--- src/inc/serial_adapter_map.svh ---
`ifndef SERIAL_ADAPTER_MAP_SVH
`define SERIAL_ADAPTER_MAP_SVH

// control word fields
`define SCW_DIV_LSB      0
`define SCW_DIV_MSB      1
`define SCW_FMT_LSB      2
`define SCW_FMT_MSB      4
`define SCW_TXC_LSB      5
`define SCW_TXC_MSB      6
`define SCW_RXIE_BIT     7
`define SCW_RESET_VAL    8'h03

// clock division codes
`define DIV_CODE_1       2'h0
`define DIV_CODE_16      2'h1
`define DIV_CODE_64      2'h2
`define DIV_CODE_RST     2'h3
`define DIV_RATIO_16     7'h10
`define DIV_RATIO_64     7'h40

// transmit control codes
`define TXC_IE_ON        2'h1
`define TXC_BREAK        2'h3

// parallel adapter control bit that selects the port register
`define PIA_SEL_BIT      2
`define PIA_CTRL_RESET   8'h00

`endif

--- src/inc/serial_adapter_pkg.sv ---
package serial_adapter_pkg;

   typedef enum logic [4:0] {
      TX_IDLE  = 5'h01,
      TX_START = 5'h02,
      TX_DATA  = 5'h04,
      TX_PAR   = 5'h08,
      TX_STOP  = 5'h10
   } tx_state_e;

endpackage

--- src/serial_adapter_control.sv ---
`include "serial_adapter_map.svh"
`timescale 1ns/1ps
`default_nettype none

module serial_adapter_control #(
   parameter int DATA_W = 8
) (
   // clock and reset
   input  wire logic              sys_clk_i,
   input  wire logic              sys_rst_i,
   input  wire logic              clk_en_i,
   // control word write
   input  wire logic              ctrl_wr_i,
   input  wire logic [7:0]        ctrl_data_i,
   // baud rate clock pulses from the rate generator
   input  wire logic              baud_tick_i,
   // transmit stream
   input  wire logic              tx_valid_i,
   output logic                   tx_ready_o,
   input  wire logic [DATA_W-1:0] tx_data_i,
   // serial line
   output logic                   txd_o,
   // interrupt request levels
   output logic                   tx_irq_o,
   output logic                   rx_irq_o,
   input  wire logic              rx_full_i,
   // parallel adapter select
   input  wire logic              pia_ctrl_wr_i,
   input  wire logic [7:0]        pia_ctrl_data_i,
   input  wire logic              pia_data_acc_i,
   output logic                   pia_port_sel_o,
   output logic                   pia_ddr_sel_o,
   // decoded format
   output logic                   in_reset_o,
   output logic                   eight_bits_o,
   output logic                   parity_en_o,
   output logic                   parity_odd_o,
   output logic                   two_stop_o
);

   // ----------------------------------------
   // control word
   // ----------------------------------------
   logic [7:0] ctrl;
   logic [7:0] next_ctrl;
   logic       in_reset;
   logic       next_in_reset;
   logic [7:0] pia_ctrl;
   logic [7:0] next_pia_ctrl;

   always_comb begin
      next_ctrl     = ctrl;
      next_in_reset = in_reset;
      next_pia_ctrl = pia_ctrl;
      if (ctrl_wr_i) begin
         next_ctrl = ctrl_data_i;
         // reset code enters reset, any other division leaves it
         next_in_reset = (ctrl_data_i[`SCW_DIV_MSB:`SCW_DIV_LSB] == `DIV_CODE_RST);
      end
      if (pia_ctrl_wr_i) begin
         next_pia_ctrl = pia_ctrl_data_i;
      end
   end

   always_ff @(posedge sys_clk_i) begin
      if (sys_rst_i) begin
         ctrl     <= `SCW_RESET_VAL;
         in_reset <= 1'b1;
         pia_ctrl <= `PIA_CTRL_RESET;
      end else if (clk_en_i) begin
         ctrl     <= next_ctrl;
         in_reset <= next_in_reset;
         pia_ctrl <= next_pia_ctrl;
      end
   end

   // ----------------------------------------
   // format decode
   // ----------------------------------------
   logic [2:0] fmt;
   logic [1:0] txc;
   logic [6:0] ratio;

   assign fmt = ctrl[`SCW_FMT_MSB:`SCW_FMT_LSB];
   assign txc = ctrl[`SCW_TXC_MSB:`SCW_TXC_LSB];

   always_comb begin
      eight_bits_o = fmt[2];
      parity_en_o  = !fmt[2] || fmt[1];
      parity_odd_o = fmt[0] && parity_en_o;
      two_stop_o   = fmt[2] ? (fmt[1:0] == 2'b00) : !fmt[1];
      case (ctrl[`SCW_DIV_MSB:`SCW_DIV_LSB])
         `DIV_CODE_16: ratio = `DIV_RATIO_16;
         `DIV_CODE_64: ratio = `DIV_RATIO_64;
         default:      ratio = 7'h01; // divide by one, also taken for the reset code
      endcase
   end

   assign in_reset_o = in_reset;

   // ----------------------------------------
   // two-entry transmit buffer
   // ----------------------------------------
   logic [DATA_W-1:0] buf_mem [2];
   logic [DATA_W-1:0] next_buf0;
   logic [DATA_W-1:0] next_buf1;
   logic              wr_ptr, rd_ptr, next_wr_ptr, next_rd_ptr;
   logic [1:0]        count, next_count;
   logic              buf_pop;
   logic              push;

   assign tx_ready_o = !in_reset && (count != 2'h2);
   assign push       = tx_valid_i && tx_ready_o;

   always_comb begin
      next_buf0   = buf_mem[0];
      next_buf1   = buf_mem[1];
      next_wr_ptr = wr_ptr;
      next_rd_ptr = rd_ptr;
      next_count  = count;
      if (push) begin
         if (wr_ptr) next_buf1 = tx_data_i;
         else        next_buf0 = tx_data_i;
         next_wr_ptr = !wr_ptr;
      end
      if (buf_pop) begin
         next_rd_ptr = !rd_ptr;
      end
      next_count = count + {1'b0, push} - {1'b0, buf_pop};
      if (in_reset) begin
         next_wr_ptr = 1'b0;
         next_rd_ptr = 1'b0;
         next_count  = 2'h0;
      end
   end

   always_ff @(posedge sys_clk_i) begin
      if (sys_rst_i) begin
         buf_mem[0] <= '0;
         buf_mem[1] <= '0;
         wr_ptr     <= 1'b0;
         rd_ptr     <= 1'b0;
         count      <= 2'h0;
      end else if (clk_en_i) begin
         buf_mem[0] <= next_buf0;
         buf_mem[1] <= next_buf1;
         wr_ptr     <= next_wr_ptr;
         rd_ptr     <= next_rd_ptr;
         count      <= next_count;
      end
   end

   // ----------------------------------------
   // transmitter
   // ----------------------------------------
   serial_adapter_pkg::tx_state_e state, next_state;
   logic [DATA_W-1:0] shreg, next_shreg;
   logic [3:0]        bit_cnt, next_bit_cnt;
   logic [6:0]        div_cnt, next_div_cnt;
   logic              par, next_par;
   logic              txd, next_txd;
   logic              bit_end;

   assign bit_end = baud_tick_i && (div_cnt == ratio - 7'h01);

   always_comb begin
      next_state   = state;
      next_shreg   = shreg;
      next_bit_cnt = bit_cnt;
      next_par     = par;
      next_txd     = txd;
      buf_pop      = 1'b0;
      next_div_cnt = div_cnt;
      if (baud_tick_i) begin
         next_div_cnt = bit_end ? 7'h00 : div_cnt + 7'h01;
      end
      case (state)
         serial_adapter_pkg::TX_IDLE: begin
            next_txd     = 1'b1;
            next_div_cnt = 7'h00;
            // one mark cycle after a break, so the far end sees a start edge
            if (count != 2'h0 && txc != `TXC_BREAK && txd) begin
               next_shreg = buf_mem[rd_ptr];
               buf_pop    = 1'b1;
               next_par   = parity_odd_o;
               next_state = serial_adapter_pkg::TX_START;
               next_txd   = 1'b0;
            end
         end
         serial_adapter_pkg::TX_START: begin
            if (bit_end) begin
               next_state   = serial_adapter_pkg::TX_DATA;
               next_bit_cnt = eight_bits_o ? 4'h8 : 4'h7;
               next_txd     = shreg[0];
               next_par     = par ^ shreg[0];
               next_shreg   = shreg >> 1;
            end
         end
         serial_adapter_pkg::TX_DATA: begin
            if (bit_end) begin
               next_bit_cnt = bit_cnt - 4'h1;
               if (bit_cnt == 4'h1) begin
                  next_state   = parity_en_o ? serial_adapter_pkg::TX_PAR : serial_adapter_pkg::TX_STOP;
                  next_txd     = parity_en_o ? par : 1'b1;
                  next_bit_cnt = two_stop_o ? 4'h2 : 4'h1;
               end else begin
                  next_txd   = shreg[0];
                  next_par   = par ^ shreg[0];
                  next_shreg = shreg >> 1;
               end
            end
         end
         serial_adapter_pkg::TX_PAR: begin
            if (bit_end) begin
               next_state = serial_adapter_pkg::TX_STOP;
               next_txd   = 1'b1;
            end
         end
         serial_adapter_pkg::TX_STOP: begin
            if (bit_end) begin
               next_bit_cnt = bit_cnt - 4'h1;
               if (bit_cnt == 4'h1) next_state = serial_adapter_pkg::TX_IDLE;
            end
         end
         default: next_state = serial_adapter_pkg::TX_IDLE;
      endcase
      // break forces spacing; the frame in flight is abandoned
      if (txc == `TXC_BREAK) begin
         next_txd   = 1'b0;
         next_state = serial_adapter_pkg::TX_IDLE;
      end
      if (in_reset) begin
         next_state = serial_adapter_pkg::TX_IDLE;
         next_txd   = 1'b1;
         buf_pop    = 1'b0;
      end
   end

   always_ff @(posedge sys_clk_i) begin
      if (sys_rst_i) begin
         state   <= serial_adapter_pkg::TX_IDLE;
         shreg   <= '0;
         bit_cnt <= 4'h0;
         div_cnt <= 7'h00;
         par     <= 1'b0;
         txd     <= 1'b1;
      end else if (clk_en_i) begin
         state   <= next_state;
         shreg   <= next_shreg;
         bit_cnt <= next_bit_cnt;
         div_cnt <= next_div_cnt;
         par     <= next_par;
         txd     <= next_txd;
      end
   end

   assign txd_o = txd;

   // ----------------------------------------
   // interrupts and parallel select
   // ----------------------------------------
   always_comb begin
      tx_irq_o = !in_reset && (txc == `TXC_IE_ON) && (count == 2'h0);
      rx_irq_o = !in_reset && ctrl[`SCW_RXIE_BIT] && rx_full_i;
      pia_port_sel_o = pia_data_acc_i && pia_ctrl[`PIA_SEL_BIT];
      pia_ddr_sel_o  = pia_data_acc_i && !pia_ctrl[`PIA_SEL_BIT];
   end

   // ----------------------------------------
   // assertions
   // ----------------------------------------
   a_break_spacing: assert property (@(posedge sys_clk_i) disable iff (sys_rst_i)
      (clk_en_i && !in_reset && ctrl[6:5] == 2'b11) |=> !txd_o)
      else $error("break not spacing");
   a_tx_irq_code: assert property (@(posedge sys_clk_i) disable iff (sys_rst_i)
      tx_irq_o |-> ctrl[6:5] == 2'b01) else $error("tx irq with wrong code");
   a_rx_irq_gate: assert property (@(posedge sys_clk_i) disable iff (sys_rst_i)
      (rx_full_i && !in_reset) |-> rx_irq_o == ctrl[7]) else $error("rx irq gating wrong");
   a_reset_enter: assert property (@(posedge sys_clk_i) disable iff (sys_rst_i)
      (clk_en_i && ctrl_wr_i && ctrl_data_i[1:0] == 2'b11) |=> in_reset_o ##1 (txd_o || !$past(clk_en_i)))
      else $error("master reset not taken");
   a_reset_hold: assert property (@(posedge sys_clk_i) disable iff (sys_rst_i)
      (in_reset_o && !ctrl_wr_i) |=> in_reset_o && !tx_ready_o) else $error("reset left early");
   a_fmt_seven: assert property (@(posedge sys_clk_i) disable iff (sys_rst_i)
      (ctrl[4] == 1'b0) |-> (!eight_bits_o && parity_en_o && parity_odd_o == ctrl[2]
      && two_stop_o == !ctrl[3])) else $error("seven bit format wrong");
   a_fmt_eight_np: assert property (@(posedge sys_clk_i) disable iff (sys_rst_i)
      (ctrl[4:3] == 2'b10) |-> (eight_bits_o && !parity_en_o && two_stop_o == !ctrl[2]))
      else $error("eight bit no parity format wrong");
   a_fmt_eight_p: assert property (@(posedge sys_clk_i) disable iff (sys_rst_i)
      (ctrl[4:3] == 2'b11) |-> (eight_bits_o && parity_en_o && !two_stop_o && parity_odd_o == ctrl[2]))
      else $error("eight bit parity format wrong");
   a_pia_port: assert property (@(posedge sys_clk_i) disable iff (sys_rst_i)
      (clk_en_i && pia_ctrl_wr_i && pia_ctrl_data_i[2]) ##1 (pia_data_acc_i && !pia_ctrl_wr_i)
      |-> pia_port_sel_o && !pia_ddr_sel_o) else $error("port register not selected");
   a_pia_ddr: assert property (@(posedge sys_clk_i) disable iff (sys_rst_i)
      (pia_data_acc_i && !pia_ctrl[2]) |-> pia_ddr_sel_o && !pia_port_sel_o)
      else $error("direction register not selected");

   c_frame_start: cover property (@(posedge sys_clk_i) disable iff (sys_rst_i)
      state == serial_adapter_pkg::TX_START);
   c_buffer_full: cover property (@(posedge sys_clk_i) disable iff (sys_rst_i)
      count == 2'h2);
   c_parity_bit: cover property (@(posedge sys_clk_i) disable iff (sys_rst_i)
      state == serial_adapter_pkg::TX_PAR);
   c_break_sent: cover property (@(posedge sys_clk_i) disable iff (sys_rst_i)
      !in_reset && txc == `TXC_BREAK && !txd_o);

endmodule

`default_nettype wire

--- config.mk ---
export PLATFORM = sky130hd
export DESIGN_NAME = serial_adapter_control
export DESIGN_NICKNAME = d
export VERILOG_FILES = /design/src/inc/serial_adapter_pkg.sv /design/src/serial_adapter_control.sv
export VERILOG_INCLUDE_DIRS = /design/src /design/src/inc
export SDC_FILE = /design/constraint.sdc
export NUM_CORES = 1
export LEC_CHECK = 0
export ABC_AREA = 1
export BUFFER_PORTS_ARGS = -buffer_cell sky130_fd_sc_hd__buf_2
export CORE_MARGIN = 2
export CORE_UTILIZATION = 35
export DETAILED_ROUTE_END_ITERATION = 6
export PLACE_DENSITY_LB_ADDON = 0.15
export REMOVE_ABC_BUFFERS = 1
export SLEW_MARGIN = 20
export SYNTH_ARGS = -nofsm -noshare
export SYNTH_HDL_FRONTEND = slang
export SYNTH_SLANG_ARGS = --single-unit
--- constraint.sdc ---
create_clock -name sys_clk_i -period 5.1 [get_ports sys_clk_i]
set_input_delay 0.51 -clock sys_clk_i [delete_from_list [all_inputs] [get_ports sys_clk_i]]
set_output_delay 0.51 -clock sys_clk_i [all_outputs]
set_load 0.1 [all_outputs]
==> summary.md, run 1 <==
| Metric | Value |
|---|---|
| Result of the run | `finished clean` |
| Fmax | `roughly 0.48 GHz` |
| Max-Slew Margin vs Limit | `51.88%` |
| Startpoint Class | `flop` |
| Die ar. | `0.009732 mm²` |
| Clock sink count | `57` |
| Num ports | `44` |
| Multi-input gate area | `0.001530 mm²` |
| Largest net degree at the start of global routing | `30` |
| First-pass GRT wire length | `11.91 mm` |
| Crit path from | `in_reset_o` |
| Filler cells | `about 930` |
| Final HPWL DP | `5.045 mm` |
| Total of max-cap violations | `0` |
| Antenna fix cells | `0` |
| Cell breakdown of the critical path | `inv_1 -> nand2_1 -> nor4_1 -> buf_2` |
| Final core utilization | `41.33%` |
| Final Critical Period | `2.093 ns` |
| Worst EP required | `4.59 ns` |
| DR iter-0 viols | `107` |
| Largest stage delay, worst path | `0.48 ns` |
| GRT Total Usage | `between 10% and 20%` |
| Total gr overflow | `0` |
| Port bufs | `36` |
| Slowest cell on the critical path | `buf_2` |
| Yosys reg bits | `57` |
| Main synth FF type | `dfxtp_1` |
| Fraction of registers with async set or reset after synthesis | `0%` |
| Bufs and invs on worst path | `2` |
| Area growth, synth to finish | `14.96%` |
| Clk_lat worst skew | `0.34 ns` |
| 1st-pass router iterations | `4` |
| WP data arrival | `1.58 ns` |
| Initial antenna violation count | `0` |
| Initial Utilization | `about 36%` |
| Synth area leader | `dfxtp_1` |
| Synth area leaders | `dfxtp_1 (26%), edfxtp_1 (15%), nand2_1 (13%), inv_1 (7.2%), nor2_1 (6.9%)` |
| Library cells used by synthesis | `32` |
| Hold_buf cts | `0` |
| WL final | `6.818 mm` |
| Worst Setup Path Type | `reg -> out` |
| Via count | `between 2k and 3k` |
| Hold Crit Class | `in -> reg` |
| Max clock buf depth | `2` |
| Share of cells above drive strength 1 | `between 10% and 20%` |
| Die Y | `98.65 µm` |
| Power per cell area | `just over 300 mW/mm²` |
| Avg WL per Cell | `11.52 µm` |
| Number of global-route vias before repair | `2557` |
| Slew @ Worst Pin | `0.7170 ns` |
| Post-synth EDFFs | `16` |
| RD Place Congestion | `0.8578` |
| Sequential area share after synthesis | `approximately two fifths` |
| Post_cts resized | `0` |
| Final Total Pwr | `around 1.1 mW` |
| Vias per cell | `between 4 and 5` |
| VDD IR max | `0.0001965 V` |
| Synth warn | `0` |
| LEAKAGE | `1.626 nW` |
| Postcts setup bufs | `0` |
| Final setup viols | `0` |
| CTS tree | `done` |
| Mapped Cells | `441` |
| Die X | `98.65 µm` |
| H-tree depth | `3` |
| DRC viols | `0` |
| Row count | `34` |
| TNS Setup | `0 ns` |
| Clock skew | `approximately 0.0084 ns` |
| HP Start | `ctrl_data_i[1]` |
| Worst r2r src | `in_reset_o` |
| Post-route antenna net violation count | `0` |
| Critical path's top delay family | `buffers and inverters` |
| Cts bufs inserted | `9` |
| Post-route cell area | `0.003605 mm²` |
| Tcrit/Tclk final | `between 40 and 50%` |
| Critical-path maximum fanout | `5` |
| Sequential cell area | `about 0.0013 mm²` |
| Crit. End Element | `primary output` |
| Final WS setup | `3.007 ns` |
| Mean post-synth cell area | `7.110 µm²` |
| Synth top area share | `26.18%` |
| Final hold vios | `0` |
| Max-slew violation count | `0` |
| Pre-CTS WS | `2.898 ns` |
| DP Area | `0.003402 mm²` |
| Post-Syn Area | `about 0.0031 mm²` |
| Root Buffer | `clkbuf_8` |
| Core area | `0.008721 mm²` |
| Final #Nets | `about 520` |
| Clk slew on worst S/H paths | `0.07 ns` |
| RSZ-0062 raised after global routing | `false` |
tightest hold or removal path, stage by stage:
cell and delay, ns:
buf_2 0.09, nand2_1 0.05, nand3_1 0.05
per-stage QoR:
step,cells,hold WS [ns]
floorplan,431,0.4307
detailed placement,576,0.4540
CTS,592,0.3753
global placement,576,0.4481
finish,592,0.3843
global route,592,0.3838
layout by cell type (no fill, tap or decap), drive strengths merged, types with 2 or more instances in the layout:
cell type / count
nand4: 7
mux2i: 7
a21oi: 33
o211ai: 2
nand3: 32
edfxtp: 16
ha: 7
o21ai: 28
nor2: 67
buf: 37
nand2: 116
clkbuf: 9
clkinvlp: 3
inv: 68
xnor2: 3
dfxtp: 41
worst paths after layout:
kind,cells past startpoint,to,slack (ns)
max,4,tx_irq_o,3.01
min,3,ctrl[1],0.38
max reg2reg,12,count[1],3.03
min reg2reg,2,wr_ptr,0.46
layout make-up:
| cell class | count | area share [%] |
|---|---|---|
| clock buffers | 9 | 3.436 |
| clock inverters | 7 | 2.187 |
| inverters | 66 | 6.873 |
| multi-input cells | 308 | 42.45 |
| flip-flops and latches | 57 | 36.10 |
| well taps | 108 | 3.749 |
| repair buffers | 37 | 5.207 |
flip-flops by register name (all words and copies together) (netlist names), 2 cells and up, named ones only:
name / count
buf_mem: 16
ctrl: 8
shreg: 8
div_cnt: 7
state: 5
bit_cnt: 4
count: 2
power by group:
part,internal (mW),switching [mW],leakage (nW)
Clock,0.229,0.208,0.0925
Combinational,0.0458,0.121,1.03
Sequential,0.482,0.0125,0.500
cell usage after synthesis, types with 5 or more instances:
cell      number
mux2i_1        7
edfxtp_1      16
nor2_1        58
nor2_2         6
nand3_1       30
inv_1         60
o21ai_0       26
inv_2          6
clkbuf_1       5
ha_1           7
a21oi_1       32
dfxtp_1       41
nand4_1        6
nand2_1      112
kinds of logic after synthesis:
kind of cell	Yosys count	share of synthesized area [%]
XOR/XNOR	3	0.8381
adder cells (fa/ha/maj)	7	2.793
AND/OR/NAND/NOR	224	31.32
multiplexers	8	2.594
AO/OA/AOI/OAI	66	11.25
buffers and inverters	76	9.697
flip-flops	57	41.50
metal layers:
metal	up-vias	routed length (µm)	GRT usage (%)
li1	1482	-	-
met1	1223	3477	20.99
met2	38	2951	23.65
met3	10	250	2.837
met4	0	138	6.639
met5	-	0	0
No activity file was read; power rests on OpenSTA's default activity.
==> run 2, diff against run 1 <==
--- a/config.mk
+++ b/config.mk
@@ -6,7 +6,7 @@
 export SDC_FILE = /design/constraint.sdc
 export NUM_CORES = 1
 export LEC_CHECK = 0
-export ABC_AREA = 1
+export ABC_AREA = 0
 export BUFFER_PORTS_ARGS = -buffer_cell sky130_fd_sc_hd__buf_2
 export CORE_MARGIN = 2
 export CORE_UTILIZATION = 35
==> constraint.sdc (replaced) <==
create_clock -name sys_clk_i -period 1.8 [get_ports sys_clk_i]
set_input_delay 0.18 -clock sys_clk_i [delete_from_list [all_inputs] [get_ports sys_clk_i]]
set_output_delay 0.18 -clock sys_clk_i [all_outputs]
set_load 0.1 [all_outputs]
==> run 2 against run 1 <==
The flow now finishes with violations (setup timing). Clock power rose to 3.5 times the previous value. Combinational power rose to 2.5 times the previous value. Routed wire length up 18%. Final area up 24%. Clock skew up 0.0038 ns. First-iteration DRC count up 36%. Largest power group is now clock. Sequential share of layout area down 6.8 points. Clock-buffer cell count unchanged. Sequential cell count unchanged. Synthesized cell count down 24%. Synthesized area down 2.1%. Cell count down 6.4%.
==> summary.md, run 2 <==
| Metric | Value |
|---|---|
| Placed insts | `523 (-9.2%)` |
| Filler cells | `813 (-12%)` |
| GRT Total Usage | `17.33% (+2.0 points)` |
| Clk_lat worst skew | `0.34 ns (about the same)` |
| Cell breakdown of the critical path | `inv_2 -> ha_4 -> buf_6 -> xor3_1 -> o21ba_4 -> a31oi_1 -> or4_4 -> o22a_1` |
| Hold slack | `0.06478 ns (-0.3196 ns)` |
| LEAKAGE | `1.743 nW (+7.2%)` |
| Mean post-synth cell area | `9.162 µm² (+29%)` |
| Result of the run | `complete, but fails checks` |
| Area growth, synth to finish | `45.58%` |
| Sequential area share after synthesis | `42.40% (+0.90 points)` |
| Worst r2r src | `ctrl[0]` |
| WP data arrival | `2.44 ns (+0.86 ns)` |
| DP Area | `0.003811 mm² (+12%)` |
| Failing checks | `setup timing` |
| Worst EP required | `2.03 ns (-2.56 ns)` |
| Final hold vios | `0 (unchanged)` |
| Antenna fix cells | `0 (unchanged)` |
| DR iter-0 viols | `146 (+36%)` |
| Die Y | `97.65 µm (-1.0%)` |
| CTS tree | `done` |
| Startpoint Class | `flop` |
| Via count | `2897 (+5.2%)` |
| Sequential power share | `41.3% (-3.7 points)` |
| Crit. End Element | `flop` |
| Worst Setup Path Type | `reg -> reg` |
| Post-synth EDFFs | `16 (unchanged)` |
| Num ports | `44 (unchanged)` |
| Post-Syn Area | `0.003069 mm² (-2.1%)` |
| Tcrit/Tclk final | `122.6%` |
| Post-synth top cells | `nand2_1 (47), dfxtp_1 (41), a21oi_1 (33)` |
| Number of global-route vias before repair | `2778 (+8.6%)` |
| Clock share of power | `45.9% (+6.1 points)` |
| Critical Path End | `state[0]` |
| Total of max-cap violations | `0 (unchanged)` |
| Sw Ratio | `25.71% (-5.4 points)` |
| R2R depth | `8 (-4)` |
| Share of cells above drive strength 1 | `43.05% (+27 points)` |
| Final Total Pwr | `3.295 mW (+200%)` |
| Post-route cell area | `0.004468 mm² (+24%)` |
| Final setup viols | `29 (+29)` |
| RSZ-0062 raised after global routing | `true` |
| Final non-filler cell total | `554 (-6.4%)` |
| Die ar. | `0.009535 mm² (-2.0%)` |
| Clk slew on worst S/H paths | `0.08 ns (about the same)` |
| Yosys reg bits | `57 (unchanged)` |
| Library cells used by synthesis | `68 (+110%)` |
| Total gr overflow | `0 (unchanged)` |
| Max-slew violation count | `0 (unchanged)` |
| Fraction of registers with async set or reset after synthesis | `0% (unchanged)` |
| Port bufs | `36 (unchanged)` |
| Final Critical Period | `2.207 ns` |
| 1st-pass router iterations | `4 (unchanged)` |
| Slowest cell on the critical path | `or4_4` |
| Most frequent cells in the layout | `buf_4 (64), nand2_1 (45), dfxtp_1 (36)` |
| Largest net degree at the start of global routing | `40 (+33%)` |
| Critical path's top delay family | `compound AO/OA/AOI/OAI gates` |
| Bufs and invs on worst path | `2 (unchanged)` |
| Synth area leader | `dfxtp_1` |
| RR Endpoint | `state[0]` |
| Fmax | `approximately 0.45 GHz` |
| Hold Crit Class | `in -> reg` |
| Commonest non-fill, non-tap cell in the layout | `buf_4` |
| FF-to-FF setup slack | `-0.41 ns (-3.44 ns)` |
| WP depth | `8 (+4)` |
| H-tree depth | `3 (unchanged)` |
| Synth top area share | `26.74% (+0.57 points)` |
| Clock sink count | `57 (unchanged)` |
| Top-count cell post-synth | `nand2_1` |
| Final WS setup | `-0.4065 ns (-3.414 ns)` |
| Critical-path maximum fanout | `5 (unchanged)` |
| WL final | `8.066 mm (+18%)` |
| Pre-CTS WS | `-0.5900 ns (-3.488 ns)` |
| Mapped Cells | `335 (-24%)` |
| Switching power | `847.0 µW (+150%)` |
| Row count | `34 (unchanged)` |
| Max reg flops | `16 (unchanged)` |
| Main synth FF type | `dfxtp_1` |
| Post-route antenna net violation count | `0 (unchanged)` |
| Initial antenna violation count | `0 (unchanged)` |
| Root Buffer | `clkbuf_8` |
| Max-Slew Margin vs Limit | `61.46% (+9.6 points)` |
| First-pass GRT wire length | `13.42 mm (+13%)` |
| Initial Utilization | `35.72% (-0.24 points)` |
| Avg WL per Cell | `14.56 µm (+26%)` |
| Hold_buf cts | `0 (unchanged)` |
| DRC viols | `0 (unchanged)` |
| Crit path from | `ctrl[0]` |
| Core area | `0.008593 mm² (-1.5%)` |
| RD Place Congestion | `0.8552 (-0.30%)` |
| Slew @ Worst Pin | `0.5743 ns (-0.1427 ns)` |
| Vias per cell | `5.229 (+12%)` |
| Max clock buf depth | `2 (unchanged)` |
| Final #Nets | `481 (-7.3%)` |
| VDD IR max | `0.0005345 V (+170%)` |
| Internal | `2.448 mW (+220%)` |
| Combinational share of power | `12.8% (-2.4 points)` |
| Clock skew | `0.01225 ns (+0.003850 ns)` |
| Largest regs | `buf_mem x16, ctrl x8, shreg x8` |
| Final HPWL DP | `5.688 mm (+13%)` |
| Cts bufs inserted | `9 (unchanged)` |
| Power per cell area | `737.4 mW/mm² (+140%)` |
| Synth warn | `0 (unchanged)` |
| Largest stage delay, worst path | `0.53 ns (+0.05 ns)` |
| Die X | `97.65 µm (-1.0%)` |
| Synth area leaders | `dfxtp_1 (27%), edfxtp_1 (16%), nand2_1 (5.7%), a21oi_1 (5.4%), and2_1 (3.5%)` |
| Most flop-heavy register | `buf_mem` |
-- run 2: cell count changes in the layout (fill, tap and decap cells not counted), moves of 10 or more --
cell and delta:
nand2_1 -67, buf_6 +10, inv_1 -50, nand3_1 -21, o21ai_0 -19, buf_4 +63
nor2_1 -50, and2_1 +17
-- run 2: worst min-delay path by stage --
stage | from | to | cells after the start
after CTS | ctrl_data_i[1] | ctrl[1] | 3
final | ctrl_data_i[1] | ctrl[1] | 3
after floorplan | sys_rst_i | count[0] | 1
after global routing | ctrl_data_i[2] | ctrl[2] | 3
after detailed placement | ctrl_data_i[1] | ctrl[1] | 3
after global placement | ctrl_data_i[1] | ctrl[1] | 3
-- run 2: logic make-up (layout without fill, tap and decap cells) --
| group | Yosys count | after routing | synth area share (%) |
|---|---|---|---|
| AOI/OAI and AO/OA | 99 | 100 | 23.48 |
| xor gates and xnor gates | 5 | 5 | 1.916 |
| adders and majority gates | 7 | 7 | 2.854 |
| buffers and inverters | 28 | 138 | 3.546 |
| DFF | 57 | 57 | 42.40 |
| muxes | 9 | 9 | 2.976 |
| and+or+nand+nor | 130 | 130 | 22.83 |
-- run 2: power groups by stage --
stage / combinational [mW] / clock [mW] / sequential (mW)
after global placement: 0.364 / 0 / 1.39
after detailed placement: 0.367 / 0 / 1.39
after global routing: 0.451 / 1.62 / 1.36
final: 0.422 / 1.51 / 1.36
after CTS: 0.411 / 1.54 / 1.36
after floorplan: 0.189 / 0 / 1.41
-- run 2: metal layers --
| layer | part of all wire, % | global-route usage, % | wire length, µm |
|---|---|---|---|
| met1 | 47 | 23.04 | 3798 |
| met5 | 0 | 0 | 0 |
| met2 | 48 | 28.22 | 3833 |
| met4 | 1.8 | 5.342 | 146 |
| met3 | 3.6 | 3.741 | 288 |
-- run 2: what timing repair did --
| action | 4_1_cts | 5_1_grt |
|---|---|---|
| gates cloned | 1 | 0 |
| resized for setup | 46 | 29 |
| pin swaps | 32 | 13 |
| endpoints found under the setup margin | 37 | 38 |
| buffers inserted | 8 | 6 |
-- run 2: area by class of cell --
cell class	count	area (µm²)	area share, %
Clock inverter	7	125.1	2.800
Clock buffer	9	123.9	2.772
Inverter	12	45.04	1.008
Sequential cell	57	1308	29.26
Timing Repair Buffer	110	818.3	18.31
Tap cell	108	135.1	3.024
Multi-Input combinational cell	251	1913	42.82
-- run 2: worst register-to-register path, stage by stage, from the launching register on --
cell,delay (ns)
dfxtp_2,0.34
inv_2,0.05
ha_4,0.15
buf_6,0.11
xor3_1,0.38
o21ba_4,0.27
a31oi_1,0.08
or4_4,0.53
o22a_1,0.18
-- run 2: metrics by stage --
| stage | util, % | setup TNS [ns] |
|---|---|---|
| after detailed placement | 44.35 | -8.531 |
| final | 51.99 | -8.073 |
| after global placement | 44.35 | -7.489 |
| after CTS | 50.09 | -7.298 |
| after global routing | 51.99 | -10.63 |
| after floorplan | - | -21.57 |
